===== config.mk =====
export PLATFORM = sky130hd
export DESIGN_NAME = dpio_top
export DESIGN_NICKNAME = d
export VERILOG_FILES = /design/src/hw/dpio_pkg.sv /design/src/hw/dpio_top.sv
export SDC_FILE = /design/constraint.sdc
export NUM_CORES = 1
export LEC_CHECK = 0
export BUFFER_PORTS_ARGS = -buffer_cell sky130_fd_sc_hd__buf_2
export CORE_MARGIN = 2
export CORE_UTILIZATION = 45
export CTS_CLUSTER_DIAMETER = 60
export CTS_CLUSTER_SIZE = 14
export DETAILED_ROUTE_END_ITERATION = 16
export GPL_ROUTABILITY_DRIVEN = 0
export PLACE_DENSITY_LB_ADDON = 0.15
export SLEW_MARGIN = 20
export SYNTH_ARGS = -nofsm -noshare
export SYNTH_HDL_FRONTEND = slang
export SYNTH_SLANG_ARGS = --single-unit

===== constraint.sdc =====
create_clock -name clk -period 2.3 [get_ports clk]
set_clock_uncertainty 0.2 [all_clocks]
set_input_delay 0.23 -clock clk [delete_from_list [all_inputs] [get_ports clk]]
set_output_delay 0.23 -clock clk [all_outputs]
set_load 0.02 [all_outputs]

===== src/hw/dpio_pkg.sv =====
// package: register map, field positions, reset values and carrier types for the dual port io
package dpio_pkg;

   // ----------------------------------------------------------------
   // register offsets (byte addresses on the plain register port)
   // ----------------------------------------------------------------
   localparam logic [3:0] ADDR_WIDE_PINS = 4'h0;
   localparam logic [3:0] ADDR_WIDE_LATCH = 4'h1;
   localparam logic [3:0] ADDR_WIDE_DIRECTION = 4'h2;
   localparam logic [3:0] ADDR_NARROW_PINS = 4'h3;
   localparam logic [3:0] ADDR_NARROW_LATCH = 4'h4;
   localparam logic [3:0] ADDR_NARROW_DIRECTION = 4'h5;
   localparam logic [3:0] ADDR_ANALOG_PIN_CONFIG = 4'h6;
   localparam logic [3:0] ADDR_DEVICE_CONFIG = 4'h7;

   // ----------------------------------------------------------------
   // widths and field positions
   // ----------------------------------------------------------------
   localparam int WIDE_W = 8;
   localparam int NARROW_W = 3;
   localparam int DIR_INPUT_FULL = 7;
   localparam int DIR_OUTPUT_FULL = 6;
   localparam int DIR_INPUT_OVERFLOW = 5;
   localparam int DIR_SLAVE_ENABLE = 4;
   localparam int CFG_CAPTURE2_SELECT = 0;
   localparam int WIDE_CAPTURE2_BIT = 1;
   localparam int STROBE_READ_BIT = 0;
   localparam int STROBE_WRITE_BIT = 1;
   localparam int STROBE_SELECT_BIT = 2;

   // ----------------------------------------------------------------
   // reset values
   // ----------------------------------------------------------------
   localparam logic [7:0] WIDE_DIR_RESET = 8'hff;
   localparam logic [7:0] WIDE_LATCH_RESET = 8'h00;
   localparam logic [2:0] NARROW_DIR_RESET = 3'h7;
   localparam logic [2:0] NARROW_LATCH_RESET = 3'h0;
   localparam logic [3:0] SLAVE_CTRL_RESET = 4'h0;
   localparam logic [7:0] ANALOG_CFG_RESET = 8'h00;
   localparam logic [7:0] ANALOG_MASK = 8'h3f;
   // analog select field values below this threshold keep channels five to seven analog
   localparam logic [3:0] ANALOG_DIGITAL_THRESHOLD = 4'ha;
   localparam logic CAPTURE2_SELECT_RESET = 1'b1;

   // ----------------------------------------------------------------
   // carrier types
   // ----------------------------------------------------------------
   typedef struct packed {
      logic [3:0] addr;
      logic [7:0] wdata;
      logic wr;
      logic rd;
   } dpio_bus_req_t;

   typedef struct packed {
      logic [7:0] out;
      logic [7:0] oe_n;
   } dpio_wide_drive_t;

   typedef struct packed {
      logic [2:0] out;
      logic [2:0] oe_n;
   } dpio_narrow_drive_t;

   typedef struct packed {
      logic [7:0] force_en;
      logic [7:0] force_out;
   } dpio_override_t;

endpackage : dpio_pkg


===== src/hw/dpio_top.sv =====
// design: wide and narrow general-purpose io ports with slave port strobe pins
`timescale 1ns/100ps
// ----------------------------------------------------------------
// operating notes
// ----------------------------------------------------------------
// register port:
//    a write strobe is taken at the rising edge where it is high and the
//    new value is visible on the drivers from the next cycle on.
//    a read strobe is taken the same way; read data stand for exactly one
//    cycle after the strobe and fall back to zero, so an idle bus reads 0.
//    back to back strobes are legal; the slave never inserts wait states.
//    unmapped addresses read zero and swallow writes.
//
// wide port:
//    the direction register is software owned; a peripheral override only
//    changes the effective enable on the pin, never the stored bits, so a
//    read of the direction register always shows what was last written.
//    writes to the pin register land in the latch; this keeps
//    read-modify-write on the latch free of pin-level surprises.
//    capture unit two drives bit one only while its select bit is set and
//    the override forces that pin; it reads bit one whenever the select is set.
//
// narrow port:
//    the three low pins start as analog inputs; the digital read path is
//    masked to zero while analog, but the direction bits still rule the
//    drivers, so software must keep analog pins as inputs.
//    the upper direction bits carry the slave port flags and its enable.
//    flag clear and hardware set may meet in one cycle; the set wins so
//    that no buffer event is ever lost.
//
// limitations:
//    pin reads lag the pins by two clocks of synchroniser latency plus the
//    one cycle of registered read data.
//    the strobe pins are passed on synchronised but not edge detected;
//    the slave port logic itself decides what a strobe means.
//    the synchronisers carry no reset: their contents are overwritten by
//    the pins within two clocks; during reset only capture2_in passes bit one of them on.
//
// trade-offs:
//    drive outputs are combinational from registers, which keeps the
//    override path free of a cycle of delay at the cost of a short
//    combinational path to the pads.
//    read data are registered so the register port timing does not depend
//    on the depth of the read mux.
module dpio_top (
   input wire logic clk,
   input wire logic rst_n,
   input dpio_pkg::dpio_bus_req_t bus_req,
   output logic [7:0] bus_rdata,
   input wire logic [7:0] wide_pin_in,
   output dpio_pkg::dpio_wide_drive_t wide_drive,
   input wire logic [2:0] narrow_pin_in,
   output dpio_pkg::dpio_narrow_drive_t narrow_drive,
   input dpio_pkg::dpio_override_t wide_override,
   input wire logic capture2_out,
   output logic capture2_in,
   input wire logic [2:0] slave_flags_set,
   input wire logic slave_flags_clear,
   output logic slave_port_enable,
   output logic [2:0] slave_strobes,
   output logic [2:0] analog_channel_en
);

   // ----------------------------------------------------------------
   // storage
   // ----------------------------------------------------------------
   logic [7:0] wide_port_latch;
   logic [7:0] wide_port_direction;
   logic [2:0] narrow_port_latch;
   logic [2:0] narrow_dir;
   logic [3:0] slave_ctrl;
   logic [7:0] analog_pin_config;
   logic capture2_pin_select;
   logic [7:0] wide_sync1;
   logic [7:0] wide_sync2;
   logic [2:0] narrow_sync1;
   logic [2:0] narrow_sync2;
   logic [7:0] next_rdata;

   // ----------------------------------------------------------------
   // decode
   // ----------------------------------------------------------------
   function automatic logic hit(input dpio_pkg::dpio_bus_req_t r, input logic [3:0] a);
      hit = r.wr && (r.addr == a);
   endfunction : hit

   wire wr_wide_latch = hit(bus_req, dpio_pkg::ADDR_WIDE_LATCH)
                        || hit(bus_req, dpio_pkg::ADDR_WIDE_PINS);
   wire wr_wide_dir = hit(bus_req, dpio_pkg::ADDR_WIDE_DIRECTION);
   wire wr_narrow_latch = hit(bus_req, dpio_pkg::ADDR_NARROW_LATCH)
                          || hit(bus_req, dpio_pkg::ADDR_NARROW_PINS);
   wire wr_narrow_dir = hit(bus_req, dpio_pkg::ADDR_NARROW_DIRECTION);
   wire wr_analog = hit(bus_req, dpio_pkg::ADDR_ANALOG_PIN_CONFIG);
   wire wr_cfg = hit(bus_req, dpio_pkg::ADDR_DEVICE_CONFIG);

   // analog select field below threshold keeps all three narrow pins analog
   wire [3:0] analog_select_field = analog_pin_config[3:0];
   wire narrow_analog = analog_select_field < dpio_pkg::ANALOG_DIGITAL_THRESHOLD;

   // ----------------------------------------------------------------
   // pin synchronisers: pins are asynchronous to clk
   // ----------------------------------------------------------------
   always_ff @(posedge clk) begin
      wide_sync1 <= wide_pin_in;
      wide_sync2 <= wide_sync1;
      narrow_sync1 <= narrow_pin_in;
      narrow_sync2 <= narrow_sync1;
   end

   // ----------------------------------------------------------------
   // register writes
   // ----------------------------------------------------------------
   always_ff @(posedge clk) begin
      if (!rst_n) begin
         wide_port_latch <= dpio_pkg::WIDE_LATCH_RESET;
         wide_port_direction <= dpio_pkg::WIDE_DIR_RESET;
         narrow_port_latch <= dpio_pkg::NARROW_LATCH_RESET;
         narrow_dir <= dpio_pkg::NARROW_DIR_RESET;
         analog_pin_config <= dpio_pkg::ANALOG_CFG_RESET;
         capture2_pin_select <= dpio_pkg::CAPTURE2_SELECT_RESET;
      end else begin
         if (wr_wide_latch) begin
            wide_port_latch <= bus_req.wdata;
         end
         if (wr_wide_dir) begin
            wide_port_direction <= bus_req.wdata;
         end
         if (wr_narrow_latch) begin
            narrow_port_latch <= bus_req.wdata[2:0];
         end
         if (wr_narrow_dir) begin
            narrow_dir <= bus_req.wdata[2:0];
         end
         if (wr_analog) begin
            analog_pin_config <= bus_req.wdata & dpio_pkg::ANALOG_MASK;
         end
         if (wr_cfg) begin
            capture2_pin_select <= bus_req.wdata[dpio_pkg::CFG_CAPTURE2_SELECT];
         end
      end
   end

   // slave port flags: hardware sets win over software clears; enable is software owned
   wire [2:0] flags_now = slave_ctrl[3:1];
   wire [2:0] next_flags = (wr_narrow_dir ? bus_req.wdata[7:5] & flags_now : flags_now)
                           & ~{3{slave_flags_clear}} | slave_flags_set;
   wire next_enable = wr_narrow_dir ? bus_req.wdata[dpio_pkg::DIR_SLAVE_ENABLE] : slave_ctrl[0];

   always_ff @(posedge clk) begin
      if (!rst_n) begin
         slave_ctrl <= dpio_pkg::SLAVE_CTRL_RESET;
      end else begin
         slave_ctrl <= {next_flags, next_enable};
      end
   end

   // ----------------------------------------------------------------
   // wide port drivers: override wins over direction bit
   // ----------------------------------------------------------------
   logic [7:0] wide_eff_dir;
   logic [7:0] wide_eff_out;
   always_comb begin
      wide_eff_dir = wide_port_direction;
      wide_eff_out = wide_port_latch;
      for (int i = 0; i < dpio_pkg::WIDE_W; i++) begin
         if (wide_override.force_en[i]) begin
            wide_eff_dir[i] = ~wide_override.force_out[i];
         end
      end
      // capture unit two drives bit one when routed here and the override enable of that pin is set, whatever its forced direction
      if (capture2_pin_select && wide_override.force_en[dpio_pkg::WIDE_CAPTURE2_BIT]) begin
         wide_eff_out[dpio_pkg::WIDE_CAPTURE2_BIT] = capture2_out;
      end
   end

   // a one in the effective direction floats the driver; oe_n low means driving
   assign wide_drive.out = wide_eff_out;
   assign wide_drive.oe_n = wide_eff_dir;
   assign capture2_in = capture2_pin_select & wide_sync2[dpio_pkg::WIDE_CAPTURE2_BIT];

   // ----------------------------------------------------------------
   // narrow port drivers and strobe inputs
   // ----------------------------------------------------------------
   // direction still rules the driver in analog mode, so output drive ignores analog
   assign narrow_drive.out = narrow_port_latch;
   assign narrow_drive.oe_n = narrow_dir;
   wire [2:0] narrow_digital = narrow_analog ? 3'h0 : narrow_sync2;
   assign slave_port_enable = slave_ctrl[0];
   assign slave_strobes = (slave_ctrl[0] && !narrow_analog) ? (narrow_sync2 & narrow_dir)
                                                            : 3'h0;
   assign analog_channel_en = narrow_analog ? 3'h7 : 3'h0;

   // ----------------------------------------------------------------
   // read mux, data one cycle after the strobe
   // ----------------------------------------------------------------
   always_comb begin
      case (bus_req.addr)
         dpio_pkg::ADDR_WIDE_PINS: next_rdata = wide_sync2;
         dpio_pkg::ADDR_WIDE_LATCH: next_rdata = wide_port_latch;
         dpio_pkg::ADDR_WIDE_DIRECTION: next_rdata = wide_port_direction;
         dpio_pkg::ADDR_NARROW_PINS: next_rdata = {5'h00, narrow_digital};
         dpio_pkg::ADDR_NARROW_LATCH: next_rdata = {5'h00, narrow_port_latch};
         dpio_pkg::ADDR_NARROW_DIRECTION: next_rdata = {slave_ctrl, 1'b0, narrow_dir};
         dpio_pkg::ADDR_ANALOG_PIN_CONFIG: next_rdata = analog_pin_config;
         dpio_pkg::ADDR_DEVICE_CONFIG: next_rdata = {7'h00, capture2_pin_select};
         default: next_rdata = 8'h00;
      endcase
   end

   always_ff @(posedge clk) begin
      if (!rst_n) begin
         bus_rdata <= 8'h00;
      end else begin
         bus_rdata <= bus_req.rd ? next_rdata : 8'h00;
      end
   end
endmodule : dpio_top


==> summary.md <==
| Metric | Value |
|---|---|
| Status | `finished, final reports clean` |
| Clock transition at the registers of the reported paths | `about 0.07 ns` |
| Initial Util | `0.4632` |
| Clock Latency Late Sink | `about 0.33 ns` |
| Synth Flop Type | `dfxtp_1` |
| Final Hold Viols | `0` |
| Worst Path Arrival | `roughly 1.7 ns` |
| Dpl cell area | `~0.003 mm^2` |
| Routed wire length | `~6.5 mm` |
| 1st-iter DRT viols | `approximately 170` |
| Max Root-Sink Buffers | `2` |
| Post-synth ARST share | `0` |
| Initial antenna violation count | `0` |
| Final Core Density | `0.6065` |
| Hold path endpoint | `wide_port_latch[2]` |
| Cell count after synthesis | `between 200 and 300` |
| Ratio of cells with drive above 1 in the final layout | `0.3159` |
| Worst setup EP type | `output port` |
| Filler cell count | `483` |
| Post-Place Worst Slack | `between 0.3 and 0.4 ns` |
| Largest cells by area after synthesis | `dfxtp_1 50%, nand2_1 7.3%, nand3_1 4.7%` |
| Detailed placement HPWL | `between 4 and 5 mm` |
| CTS Sinks | `63` |
| Core area | `0.005473 mm^2` |
| Max VDD drop | `319.3 uV` |
| Io pins | `between 80 and 90` |
| Worst-Margin Slew | `about 0.61 ns` |
| RSZ-0062 raised after global routing | `false` |
| Vias in the first global route | `a little over 2000` |
| Fin cells | `436` |
| Final min period | `around 2.1 ns` |
| Area share of the largest cell type after synthesis | `0.4975` |
| Die W | `79.06 um` |
| CTS tree | `yes` |
| Worst setup SP type | `flop` |
| Setup Buffers After CTS | `0` |
| Commonest cells post-synth | `63 x dfxtp_1, 49 x nand2_1, 24 x nand3_1` |
| Reg2reg end | `bus_rdata[2]` |
| Full die area | `about 0.0062 mm^2` |
| Vias | `~2300` |
| Fmax | `around 0.48 GHz` |
| Area grow syn2layout | `30.95%` |
| Post-synth net total | `310` |
| Synth cell types | `40` |
| Total GRT Usage | `0.2120` |
| Drt pass-1 iters | `5` |
| Synthesis-stage register bit count | `between 60 and 70` |
| Min-Delay Path Depth | `3` |
| Multi-input gate area | `between 0.001 and 0.0015 mm^2` |
| Seq/Total Area, Yosys | `0.4975` |
| First-pass GRT wire length | `9.929 mm` |
| CP max stage cell | `o21ai_0` |
| Clock Tree Root | `clkbuf_8` |
| Final WS setup | `between 0.2 and 0.25 ns` |
| Placed cells | `approximately 400` |
| Leakage Power | `between 1 and 1.5 nW` |
| Final instance area | `0.003319 mm^2` |
| Area leader, netlist | `dfxtp_1` |
| CP Max Fanout | `4` |
| YS warnings | `0` |
| Power per cell area | `approximately 710 mW/mm^2` |
| Via density | `5.213` |
| Grt ovf | `0` |
| Post_cts resized | `0` |
| Post-route ant nets | `0` |
| Post-synthesis area per instance | `9.675 um^2` |
| Worst slew margin | `0.5933` |
| IO buf count | `85` |
| Top-count cell post-synth | `dfxtp_1` |
| H-tree depth | `3` |
| Worst R2R Start | `analog_pin_config[1]` |
| CTS buffer count | `9` |
| Fin. max-slew vios | `0` |
| Diode count | `0` |
| Reg area | `~0.0013 mm^2` |
| Worst path max stage delay | `0.38 ns` |
| Worst path cell trace | `o21ai_0 -> buf_4 -> nor2_1 -> and3_1 -> buf_2` |
| Worst R2R Setup Slack | `0.59 ns` |
| Final setup TNS | `0 ns` |
| Final Total Pwr | `between 2 and 2.5 mW` |
| Hold Slack | `about 0.0042 ns` |
| Crit path kind | `reg2out` |
| Syn Std Cell Area | `0.002535 mm^2` |
| Period utilisation layout | `0.9128` |
| CP Data Required Time | `between 1.5 and 2 ns` |
| Final setup viols | `0` |
| Largest net degree at the start of global routing | `34` |
| Placement Rows | `27` |
| Layout Nets | `407` |
| WL/cell | `around 15 um` |
| Height of the die | `slightly below 80 um` |
| Number of synthesized flops with an enable pin | `0` |
| Reg2Reg Depth | `5` |
| Max Cap Viol | `0` |
| DRC errors left | `0` |
| HP Class | `in2reg` |
| Hold path startpoint | `bus_req[4]` |
## state kept, by name, summed over array words and instances (netlist names)
name,cells
bus_rdata,8
wide_port_direction,8
wide_port_latch,8
wide_sync1,8
wide_sync2,8
analog_pin_config,6
slave_ctrl,4
narrow_dir,3
narrow_port_latch,3
narrow_sync1,3
narrow_sync2,3
capture2_pin_select,1
## worst max-delay path, delay by kind of cell, from the launching register on
kind / cells / cell delay (ns)
buffers and inverters: 2 / 0.36
AOI/OAI and AO/OA: 1 / 0.38
and+or+nand+nor: 2 / 0.26
DFF: 1 / 0.33
## routing by layer
metal | GRT usage | up-vias | share of wire
met5 | 0 | - | 0
met4 | 0.1052 | 0 | 0.015
met3 | 0.04886 | 8 | 0.087
met2 | 0.3246 | 99 | 0.47
met1 | 0.2806 | 1050 | 0.43
li1 | - | 1116 | -
## worst max-delay path by stage
| stage | from | endpoint | cells past startpoint |
|---|---|---|---|
| floorplan | analog_pin_config[1] | slave_strobes[0] | 3 |
| global placement | bus_req[12] | slave_ctrl[2] | 5 |
| detailed placement | bus_req[12] | slave_ctrl[1] | 5 |
| CTS | analog_pin_config[1] | slave_strobes[0] | 5 |
| global route | analog_pin_config[1] | slave_strobes[1] | 5 |
| finish | analog_pin_config[1] | slave_strobes[2] | 5 |
## cell families (layout without fill, tap and decap cells)
logic type / after synthesis / in the layout / share of synthesized area
AO/OA/AOI/OAI: 59 / 59 / 0.1639
flip-flops: 63 / 63 / 0.4975
AND/OR/NAND/NOR: 107 / 107 / 0.2399
buffers and inverters: 26 / 128 / 0.07058
multiplexers: 7 / 7 / 0.02813
## cells in the final DEF (no fill, tap or decap), types with 2 or more instances in the layout
cell type      instances
o211a_1                3
buf_2                 85
clkinv_2               2
clkbuf_8              12
buf_4                  5
nor4b_4                3
o21ai_0                2
o21a_1                 3
a21oi_1               14
a31oi_1                4
dfxtp_1               63
dlygate4sd3_1         19
inv_1                  3
nand2_1               49
a22oi_1               13
mux2i_1                6
nand3_1               24
and2_1                 2
a21boi_0              15
and3_1                 4
nand3b_1               2
nor2_1                 9
nor4_1                 2
nor2b_1                3
## area by class of cell
cell class              instances  area share
repair buffers                109      0.1968
multi-input cells             173      0.3298
clock buffers                  13     0.05089
clock inverters                 3     0.01206
well taps                      72     0.02714
flip-flops and latches         63      0.3799
inverters                       3    0.003392
## where the power goes
group          switching [mW]  internal (mW)  total, mW
logic                   0.121          0.105      0.227
registers              0.0165           1.13       1.14
clock network           0.403          0.586      0.989
total                   0.541           1.82       2.36
## repair_timing
item | 4_1_cts | 5_1_grt
hold buffers | 19 | 0
endpoints found under the hold margin | 27 | 0
endpoints found under the setup margin | 0 | 0
(Power assumes the default switching activity.)
